<file path="config.mk">
export PLATFORM = sky130hd
export DESIGN_NAME = callerid_serial_out
export DESIGN_NICKNAME = d
export VERILOG_FILES = /design/src/callerid_pkg.sv /design/src/callerid_serial_out.sv /design/src/input_sync.sv /design/src/fsk_framer.sv
export SDC_FILE = /design/constraint.sdc
export NUM_CORES = 1
export LEC_CHECK = 0
export BUFFER_PORTS_ARGS = -buffer_cell sky130_fd_sc_hd__buf_2
export CORE_ASPECT_RATIO = 0.75
export CORE_MARGIN = 2
export CORE_UTILIZATION = 33
export CTS_CLUSTER_DIAMETER = 80
export DETAILED_ROUTE_END_ITERATION = 12
export GPL_TIMING_DRIVEN = 0
export PLACE_DENSITY = 0.55
export SKIP_LAST_GASP = 1
export SLEW_MARGIN = 5
export SYNTH_ARGS = -nofsm -noshare
export SYNTH_HDL_FRONTEND = slang
export SYNTH_SLANG_ARGS = --single-unit
</file>
<file path="constraint.sdc">
create_clock -name pclk -period 4.25 [get_ports pclk]
set_input_delay 0.85 -clock pclk [delete_from_list [all_inputs] [get_ports pclk]]
set_output_delay 0.85 -clock pclk [all_outputs]
set_load 0.05 [all_outputs]
</file>
<file path="src/callerid_pkg.sv">
// callerid_pkg: constants, register map and types of the caller-id serial output block
// assumes a 25 MHz pclk, an APB master, and analog front-end levels arriving on pins
`default_nettype none

package callerid_pkg;
  localparam int CLK_HZ = 25_000_000;
  localparam int BAUD = 1200;
  localparam int BIT_CYCLES_DEFAULT = CLK_HZ / BAUD;
  localparam int WORD_BITS = 8;
  localparam int CNT_W = 16;
  localparam int PULSE_DIV = 4;
  localparam int READY_DIV = 2;
  localparam int ADDR_W = 8;
  localparam logic [ADDR_W-1:0] CTRL_OFS = 8'h00;
  localparam logic [ADDR_W-1:0] STATUS_OFS = 8'h04;
  localparam logic [ADDR_W-1:0] WORD_OFS = 8'h08;
  localparam int CTRL_MODE_POS = 0;
  localparam int CTRL_DEMOD_POS = 1;
  localparam logic [1:0] CTRL_RESET = 2'h0;
  localparam int ST_READY_POS = 0;
  localparam int ST_CARRIER_POS = 1;
  localparam int ST_RAW_POS = 2;
  localparam int ST_QUAL_POS = 3;
  localparam int ST_LINE_POS = 4;
  localparam int ST_INT_POS = 5;
  localparam int ST_MODE_POS = 6;
  localparam logic N_INACTIVE = 1'h1;
  localparam logic P_INACTIVE = 1'h0;

  typedef enum logic [1:0] {
    RX_IDLE = 2'h0,
    RX_START = 2'h1,
    RX_DATA = 2'h3,
    RX_STOP = 2'h2
  } rx_state_e;

  typedef enum logic [1:0] {
    SER_IDLE = 2'h0,
    SER_PULSE = 2'h1,
    SER_READY = 2'h3,
    SER_HOLD = 2'h2
  } ser_state_e;

  typedef struct packed {
    logic demod_enable;
    logic mode;
  } ctrl_s;

  typedef struct packed {
    logic fsk;
    logic carrier;
    logic tone_pair;
    logic guard_high;
    logic trig;
    logic shift_clk;
  } pins_s;

  typedef struct packed {
    logic bit_strobe;
    logic bit_value;
    logic word_done;
    logic word_valid;
    logic [WORD_BITS-1:0] word;
  } rx_event_s;
endpackage

`default_nettype wire

</file>
<file path="src/callerid_serial_out.sv">
// callerid_serial_out: serial word port, status outputs and combined interrupt
// assumes analog front end levels on pins and an APB master on pclk
//
// The APB register port and the address map were left to the implementer.
`default_nettype none

module callerid_serial_out #(
  parameter int BIT_CYCLES = callerid_pkg::BIT_CYCLES_DEFAULT
) (
  input wire logic pclk,
  input wire logic presetn,
  input wire logic [callerid_pkg::ADDR_W-1:0] paddr,
  input wire logic psel,
  input wire logic penable,
  input wire logic pwrite,
  input wire logic [31:0] pwdata,
  output logic [31:0] prdata,
  output logic pready,
  output logic pslverr,
  input wire logic fsk_bit,
  input wire logic carrier,
  input wire logic tone_pair,
  input wire logic guard_steer,
  input wire logic line_trigger,
  input wire logic shift_clock,
  output logic shift_clock_drive,
  output logic shift_clock_oe,
  output logic data_out,
  output logic word_ready_n,
  output logic carrier_present_n,
  output logic raw_alert,
  output logic qualified_alert,
  output logic guard_steer_drive,
  output logic guard_steer_oe,
  output logic line_event_n,
  output logic int_drive,
  output logic int_oe
);
  import callerid_pkg::*;
  localparam logic [CNT_W-1:0] PULSE_END = CNT_W'(BIT_CYCLES / PULSE_DIV - 1);
  localparam logic [CNT_W-1:0] READY_END = CNT_W'(BIT_CYCLES / READY_DIV - 1);
  localparam logic [2:0] LAST_SHIFT = 3'(WORD_BITS - 1);

  // pin synchronisers
  pins_s pins;
  logic [$bits(pins_s)-1:0] pins_raw;
  logic [$bits(pins_s)-1:0] pins_sync;

  assign pins_raw = {fsk_bit, carrier, tone_pair, guard_steer, line_trigger, shift_clock};
  assign pins = pins_s'(pins_sync);

  input_sync #(
    .W($bits(pins_s))
  ) u_sync (
    .pclk(pclk),
    .presetn(presetn),
    .din(pins_raw),
    .dout(pins_sync)
  );

  // apb slave
  ctrl_s ctrl, next_ctrl;
  logic [31:0] next_prdata;
  logic setup;
  logic access;
  logic addr_hit;
  rx_event_s ev;

  assign setup = psel & ~penable;
  assign access = psel & penable;
  assign pready = 1'b1;
  assign addr_hit = (paddr == CTRL_OFS) || (paddr == STATUS_OFS) || (paddr == WORD_OFS);
  assign pslverr = access & ~addr_hit;

  always_comb begin
    next_ctrl = ctrl;
    if (access && pwrite && paddr == CTRL_OFS) begin
      next_ctrl.mode = pwdata[CTRL_MODE_POS];
      next_ctrl.demod_enable = pwdata[CTRL_DEMOD_POS];
    end
    next_prdata = prdata;
    if (setup && !pwrite) begin
      next_prdata = '0;
      case (paddr)
        CTRL_OFS: begin
          next_prdata[CTRL_MODE_POS] = ctrl.mode;
          next_prdata[CTRL_DEMOD_POS] = ctrl.demod_enable;
        end
        STATUS_OFS: begin
          next_prdata[ST_READY_POS] = word_ready_n;
          next_prdata[ST_CARRIER_POS] = carrier_present_n;
          next_prdata[ST_RAW_POS] = raw_alert;
          next_prdata[ST_QUAL_POS] = qualified_alert;
          next_prdata[ST_LINE_POS] = line_event_n;
          next_prdata[ST_INT_POS] = ~int_oe;
          next_prdata[ST_MODE_POS] = ctrl.mode;
        end
        WORD_OFS: begin
          next_prdata[WORD_BITS-1:0] = ev.word;
        end
        default: begin
          next_prdata = '0;
        end
      endcase
    end
  end

  always_ff @(posedge pclk or negedge presetn) begin
    if (!presetn) begin
      ctrl <= ctrl_s'(CTRL_RESET);
      prdata <= '0;
    end else begin
      ctrl <= next_ctrl;
      prdata <= next_prdata;
    end
  end

  // status outputs
  logic next_carrier_n;
  logic next_raw;
  logic next_qual;
  logic next_line_n;

  always_comb begin
    next_carrier_n = ~pins.carrier;
    next_raw = pins.tone_pair;
    // the guard node is charged from raw_alert through the external rc
    next_qual = pins.guard_high;
    next_line_n = ~pins.trig;
  end

  always_ff @(posedge pclk or negedge presetn) begin
    if (!presetn) begin
      carrier_present_n <= N_INACTIVE;
      raw_alert <= P_INACTIVE;
      qualified_alert <= P_INACTIVE;
      line_event_n <= N_INACTIVE;
    end else begin
      carrier_present_n <= next_carrier_n;
      raw_alert <= next_raw;
      qualified_alert <= next_qual;
      line_event_n <= next_line_n;
    end
  end

  assign guard_steer_drive = raw_alert;
  assign guard_steer_oe = 1'b1;
  // open drain: only ever pulls low
  assign int_drive = 1'b0;
  assign int_oe = ~line_event_n | ~word_ready_n | qualified_alert;

  // framing of the demodulated stream
  fsk_framer #(
    .BIT_CYCLES(BIT_CYCLES)
  ) u_framer (
    .pclk(pclk),
    .presetn(presetn),
    .rx(pins.fsk),
    .enable(ctrl.demod_enable),
    .ev(ev)
  );

  // serial port
  ser_state_e ser, next_ser;
  logic [CNT_W-1:0] cnt, next_cnt;
  logic last, next_last;
  logic [WORD_BITS-1:0] hold, next_hold;
  logic [2:0] shift_idx, next_shift_idx;
  logic sclk_prev;
  logic mode_prev;
  logic sclk_rise;
  logic hold_lsb;
  logic next_sclk_o;
  logic next_ready_n;
  logic next_data;

  assign sclk_rise = pins.shift_clk & ~sclk_prev;
  assign hold_lsb = hold[0];
  assign shift_clock_oe = ~ctrl.mode;

  always_comb begin
    next_ser = ser;
    next_cnt = cnt;
    next_last = last;
    next_hold = hold;
    next_shift_idx = shift_idx;
    next_sclk_o = shift_clock_drive;
    next_ready_n = word_ready_n;
    next_data = data_out;
    if (ctrl.mode != mode_prev) begin
      // a mode change abandons any word in progress
      next_ser = SER_IDLE;
      next_cnt = '0;
      next_sclk_o = 1'b0;
      next_ready_n = N_INACTIVE;
    end else if (!ctrl.mode) begin
      next_data = pins.fsk | ~ctrl.demod_enable;
      case (ser)
        SER_IDLE: begin
          if (ev.bit_strobe) begin
            next_ser = SER_PULSE;
            next_sclk_o = 1'b1;
            next_cnt = '0;
            next_last = ev.word_done;
          end
        end
        SER_PULSE: begin
          next_cnt = cnt + 1'b1;
          if (cnt == PULSE_END) begin
            next_sclk_o = 1'b0;
            next_cnt = '0;
            next_ser = last ? SER_READY : SER_IDLE;
            next_ready_n = ~last;
          end
        end
        SER_READY: begin
          next_cnt = cnt + 1'b1;
          if (cnt == READY_END) begin
            next_ser = SER_IDLE;
            next_ready_n = N_INACTIVE;
          end
        end
        default: begin
          next_ser = SER_IDLE;
        end
      endcase
    end else begin
      if (ev.word_valid) begin
        // a new word replaces one that was not fully fetched
        next_hold = ev.word;
        next_shift_idx = '0;
        next_ser = SER_HOLD;
        next_ready_n = 1'b0;
      end else if (ser == SER_HOLD && sclk_rise) begin
        next_data = hold[0];
        next_hold = {1'b0, hold[WORD_BITS-1:1]};
        next_shift_idx = shift_idx + 1'b1;
        if (shift_idx == LAST_SHIFT) begin
          next_ready_n = N_INACTIVE;
          next_ser = SER_IDLE;
        end
      end else if (ser != SER_HOLD) begin
        next_ser = SER_IDLE;
      end
    end
  end

  always_ff @(posedge pclk or negedge presetn) begin
    if (!presetn) begin
      ser <= SER_IDLE;
      cnt <= '0;
      last <= 1'b0;
      hold <= '0;
      shift_idx <= '0;
      sclk_prev <= 1'b0;
      mode_prev <= 1'b0;
      shift_clock_drive <= 1'b0;
      word_ready_n <= N_INACTIVE;
      data_out <= N_INACTIVE;
    end else begin
      ser <= next_ser;
      cnt <= next_cnt;
      last <= next_last;
      hold <= next_hold;
      shift_idx <= next_shift_idx;
      sclk_prev <= pins.shift_clk;
      mode_prev <= ctrl.mode;
      shift_clock_drive <= next_sclk_o;
      word_ready_n <= next_ready_n;
      data_out <= next_data;
    end
  end
endmodule // callerid_serial_out

`default_nettype wire

</file>
<file path="src/input_sync.sv">
// input_sync: three-stage synchroniser with agreement filter, one per bit
// assumes inputs are asynchronous to pclk; output changes once stages two and three agree
`default_nettype none

module input_sync #(
  parameter int W = 1
) (
  input wire logic pclk,
  input wire logic presetn,
  input wire logic [W-1:0] din,
  output logic [W-1:0] dout
);
  genvar i;
  generate
    for (i = 0; i < W; i++) begin : g_bit
      logic [2:0] ff;
      logic level;
      logic next_out;
      always_comb begin
        next_out = (ff[1] == ff[2]) ? ff[1] : level;
      end
      always_ff @(posedge pclk or negedge presetn) begin
        if (!presetn) begin
          ff <= 3'h0;
          level <= 1'h0;
        end else begin
          ff <= {ff[1], ff[0], din[i]};
          level <= next_out;
        end
      end
      assign dout[i] = level;
    end
  endgenerate
endmodule // input_sync

`default_nettype wire

</file>
<file path="src/fsk_framer.sv">
// fsk_framer: recovers start, eight data bits lsb first and stop from the demodulated stream
// assumes rx is already synchronised to pclk and idles high
`default_nettype none

module fsk_framer #(
  parameter int BIT_CYCLES = callerid_pkg::BIT_CYCLES_DEFAULT
) (
  input wire logic pclk,
  input wire logic presetn,
  input wire logic rx,
  input wire logic enable,
  output var callerid_pkg::rx_event_s ev
);
  import callerid_pkg::*;
  localparam logic [CNT_W-1:0] FULL_END = CNT_W'(BIT_CYCLES - 1);
  localparam logic [CNT_W-1:0] HALF_END = CNT_W'(BIT_CYCLES / 2 - 1);
  localparam logic [2:0] LAST_IDX = 3'(WORD_BITS - 1);

  rx_state_e state, next_state;
  logic [CNT_W-1:0] cnt, next_cnt;
  logic [2:0] idx, next_idx;
  logic [WORD_BITS-1:0] shreg, next_shreg;
  logic rx_prev;
  rx_event_s next_ev;

  always_comb begin
    next_state = state;
    next_cnt = cnt + 1'b1;
    next_idx = idx;
    next_shreg = shreg;
    next_ev = '0;
    next_ev.word = ev.word;
    next_ev.bit_value = ev.bit_value;
    case (state)
      RX_IDLE: begin
        next_cnt = '0;
        if (rx_prev && !rx) begin
          next_state = RX_START;
        end
      end
      RX_START: begin
        if (cnt == HALF_END) begin
          next_cnt = '0;
          next_idx = '0;
          next_state = rx ? RX_IDLE : RX_DATA;
        end
      end
      RX_DATA: begin
        if (cnt == FULL_END) begin
          // mid-bit sample of each data bit
          next_cnt = '0;
          next_ev.bit_strobe = 1'b1;
          next_ev.bit_value = rx;
          next_shreg = {rx, shreg[WORD_BITS-1:1]};
          next_idx = idx + 1'b1;
          if (idx == LAST_IDX) begin
            next_ev.word_done = 1'b1;
            next_state = RX_STOP;
          end
        end
      end
      RX_STOP: begin
        if (cnt == FULL_END) begin
          // a word without a valid stop bit is dropped
          next_ev.word_valid = rx;
          if (rx) begin
            next_ev.word = shreg;
          end
          next_state = RX_IDLE;
        end
      end
      default: next_state = RX_IDLE;
    endcase
    if (!enable) begin
      next_state = RX_IDLE;
    end
  end

  always_ff @(posedge pclk or negedge presetn) begin
    if (!presetn) begin
      state <= RX_IDLE;
      cnt <= '0;
      idx <= '0;
      shreg <= '0;
      rx_prev <= N_INACTIVE;
      ev <= '0;
    end else begin
      state <= next_state;
      cnt <= next_cnt;
      idx <= next_idx;
      shreg <= next_shreg;
      rx_prev <= rx;
      ev <= next_ev;
    end
  end
endmodule // fsk_framer

`default_nettype wire

</file>
==> summary.md <==
| Metric | Value |
|---|---|
| Status | complete, no violations |
| Seq/Total Area, Yosys | 53.23% |
| Setup ws final | 1.263 ns |
| Clock sink total | 114 |
| Ys Warns | 0 |
| Hold WS | 0.2692 ns |
| Startpoint types | register |
| Die width | 151.3 um |
| Worst EP required | 4.57 ns |
| Synthesized area per cell | 10.35 um^2 |
| Initial antenna violation count | 0 |
| RSZ-0062 raised after global routing | false |
| Setup Buffers After CTS | 0 |
| Total power | 0.002772 W |
| Synth Area in XOR/XNOR | 2.283% |
| # rows | 40 |
| Post-synth ARST share | 100.0% |
| Port-buffer cells | 39 |
| Max FO, Critical Path | 10 |
| Worst-path clk slew | 0.06 ns |
| Post-CTS Resized | 0 |
| CTS tree | built |
| Worst hold path class | in -> async |
| Maximum number of pins on one net before global-route repair | 95 |
| DRC | 0 |
| Share of layout cells above drive strength 1 | 21.43% |
| CP Class | reg -> reg |
| Mapped Area | 0.005371 mm^2 |
| All-Layer GR Usage | 13.89% |
| Nets@finish | 663 |
| Post-cts hold buffer count | 0 |
| CP Capture Type | register |
| Multiplexer share of the synthesized area | 4.589% |
| Minimum clock period | 2.987 ns |
| Fmax | 0.3347 GHz |
| DR vias/cell | 4.757 |
| Total Wirelength | 11.33 mm |
| Multi-input logic area | 0.002248 mm^2 |
| Filler cell count | 1524 |
| Final clock skew | 0.007990 ns |
| Post-synth top flop | dfrtp_1 |
| Measured slew at the worst slew-check pin | 0.7437 ns |
| Final HPWL DP | 7.903 mm |
| Number of synthesized register bits | 114 |
| Area grow syn2layout | 21.80% |
| Gpl congestion | 0.7992 |
| Power Density | 423.8 mW/mm^2 |
| Final setup viols | 0 |
| Clk_lat worst skew | 0.42 ns |
| Remaining Overflow, GRT | 0 |
| Setup TNS | 0 ns |
| I/O pin total | 97 |
| Vias in the first global route | 3713 |
| Arr. time, crit path | 3.31 ns |
| Worst VDD drop | 0.0002234 V |
| Max-Cap Viols | 0 |
| Num CTS Buffers | 17 |
| CTS Root Buffer Type | clkbuf_16 |
| Post-synth cell types | 62 |
| Via count | 3929 |
| Maximum clock path buffer count | 2 |
| Gate Count Post-Synth | 519 |
| Fin crit share | 70.29% |
| Final Hold Vio Count | 0 |
| Adder-Cell Fraction of Synth Area | 3.215% |
| Synth Area in Compound Gates | 9.248% |
| First-pass DRT Iterations | 4 |
| Register area | 0.002859 mm^2 |
| Number of flops mapped to enable cells by yosys | 0 |
| Wire per inst | 13.72 um |
| Initial core utilization | 33.64% |
| Max Slew Vio Count | 0 |
| Ant. Diodes | 0 |
| H-tree levels | 4 |
| Area of the core | 0.01597 mm^2 |
| Simple-gate portion of the synthesized area | 20.64% |
| First-pass GRT wire length | 18.83 mm |
| Drt initial violations | 227 |
| Post-Place Worst Slack | 1.283 ns |
| Die ar. | 0.01732 mm^2 |
| Die Span Y | 114.5 um |
| Largest family of logic cells by synthesized area | simple AND/OR/NAND/NOR gates |
| Pleak | 2.984 nW |
| Post-DRT Antenna Nets | 0 |
| Slew HR | 49.96% |
-- logic make-up after synthesis --
family,Yosys count
compound gates,78
mux,23
buf+inv,62
flops,114
fa+ha+maj,15
other cells,2
simple gates,211
xor+xnor,14
-- sequential cells by signal, indices dropped and copies added (netlist names), 2 cells and up --
signal / cells
u_framer.ev: 12
u_framer.shreg: 7
u_sync.g_bit.level: 6
hold: 8
prdata: 8
cnt: 16
u_sync.g_bit.ff: 18
u_framer.state: 2
u_framer.cnt: 16
shift_idx: 3
ctrl: 2
u_framer.idx: 3
ser: 2
-- synth_stat cells, types with 3 or more instances --
cell type	n	share of area, %
nand4_1	6	0.70
buf_4	29	4.1
dfstp_2	5	2.4
and3_1	7	0.82
a221oi_1	4	0.65
mux2i_1	10	1.9
mux2_2	13	2.7
dfrtp_1	109	51
nor3_1	13	1.2
o21ai_0	26	2.4
nand3_1	17	1.6
and2_1	3	0.35
nand2b_1	9	1.0
nor4_1	6	0.70
a21oi_1	16	1.5
a22oi_1	4	0.56
maj3_1	6	1.1
a22o_1	5	0.82
ha_1	9	2.1
nand2_1	61	4.3
clkbuf_1	14	0.98
o31ai_1	3	0.42
nand4bb_1	3	0.63
xnor2_1	6	0.98
nor2b_1	6	0.70
nor2_1	50	3.5
a31oi_1	5	0.58
inv_1	15	1.0
xor2_1	8	1.3
a21o_1	3	0.42
or3_1	5	0.58
nor3b_1	5	0.70
-- layout by cell type, fill, tap and decap left out, drive strengths merged, types with 6 or more instances in the layout --
cell    instances
clkbuf         32
nor4            7
a21oi          16
nand2b          9
dfrtp         109
mux2           13
nor2b           6
nand2          63
xnor2           6
ha              9
nand4           7
o21ai          28
xor2            8
buf            72
nor3           14
nand3          17
inv            26
maj3            6
nor2           50
mux2i          10
conb           27
and3            7
-- where the power goes --
part | internal (W) | leakage, nW | switching [W]
Clock | 0.000833 | 0.284 | 0.000587
Sequential | 0.00112 | 1.49 | 0.0000174
Combinational | 0.0000560 | 1.21 | 0.000163
-- per-layer routing --
metal / track usage, % / vias up / part of all wire (%)
met1: 19.91 / 1936 / 53
met5: 0 / - / 0
met3: 4.343 / 9 / 3.5
met2: 20.00 / 55 / 43
li1: - / 1929 / -
met4: 4.299 / 0 / 0.89
-- cell type report --
type | count | share of cell area (%)
flip-flops and latches | 114 | 43.70
multi-input cells | 368 | 34.37
clock buffers | 17 | 6.502
plain buffers | 47 | 4.609
well taps | 210 | 4.016
repair buffers | 40 | 3.500
clock inverters | 15 | 2.448
inverters | 15 | 0.8606
-- worst paths after layout --
check                      cells after the start                            start  slack (ns)                              end
max reg2reg                                   10              ctrl[0]$_DFFE_PN0P_        1.26               cnt[5]$_DFFE_PN0P_
min                                            1                          presetn        0.27         shift_idx[1]$_DFFE_PN0P_
min in group pclk                              0  u_sync.g_bit[4].ff[0]$_DFF_PN0_        0.35  u_sync.g_bit[4].ff[1]$_DFF_PN0_
max in group asynchronous                      2                          presetn        3.25      carrier_present_n$_DFF_PN1_
max                                           10              ctrl[0]$_DFFE_PN0P_        1.26               cnt[5]$_DFFE_PN0P_
min reg2reg                                    0  u_sync.g_bit[4].ff[0]$_DFF_PN0_        0.35  u_sync.g_bit[4].ff[1]$_DFF_PN0_
-- through the flow --
step           instance area [um^2]  instances  utilization [%]
2_1_floorplan                  5465        544                -
3_3_place_gp                   5923        793            37.10
3_5_place_dp                   5957        794            37.31
4_1_cts                        6543        826            40.98
5_1_grt                        6543        826            40.98
6_report                       6543        826            40.98
-- critical path: stages (launching register included) --
cell and delay [ns]:
dfrtp_1 0.36, clkbuf_1 0.40, inv_1 0.20, ha_1 0.33, clkbuf_1 0.20, nand2b_1 0.19
clkbuf_1 0.22, nor3_2 0.52, buf_6 0.23, nand2_1 0.05, o21ai_0 0.17
(Power assumes the default switching activity.)
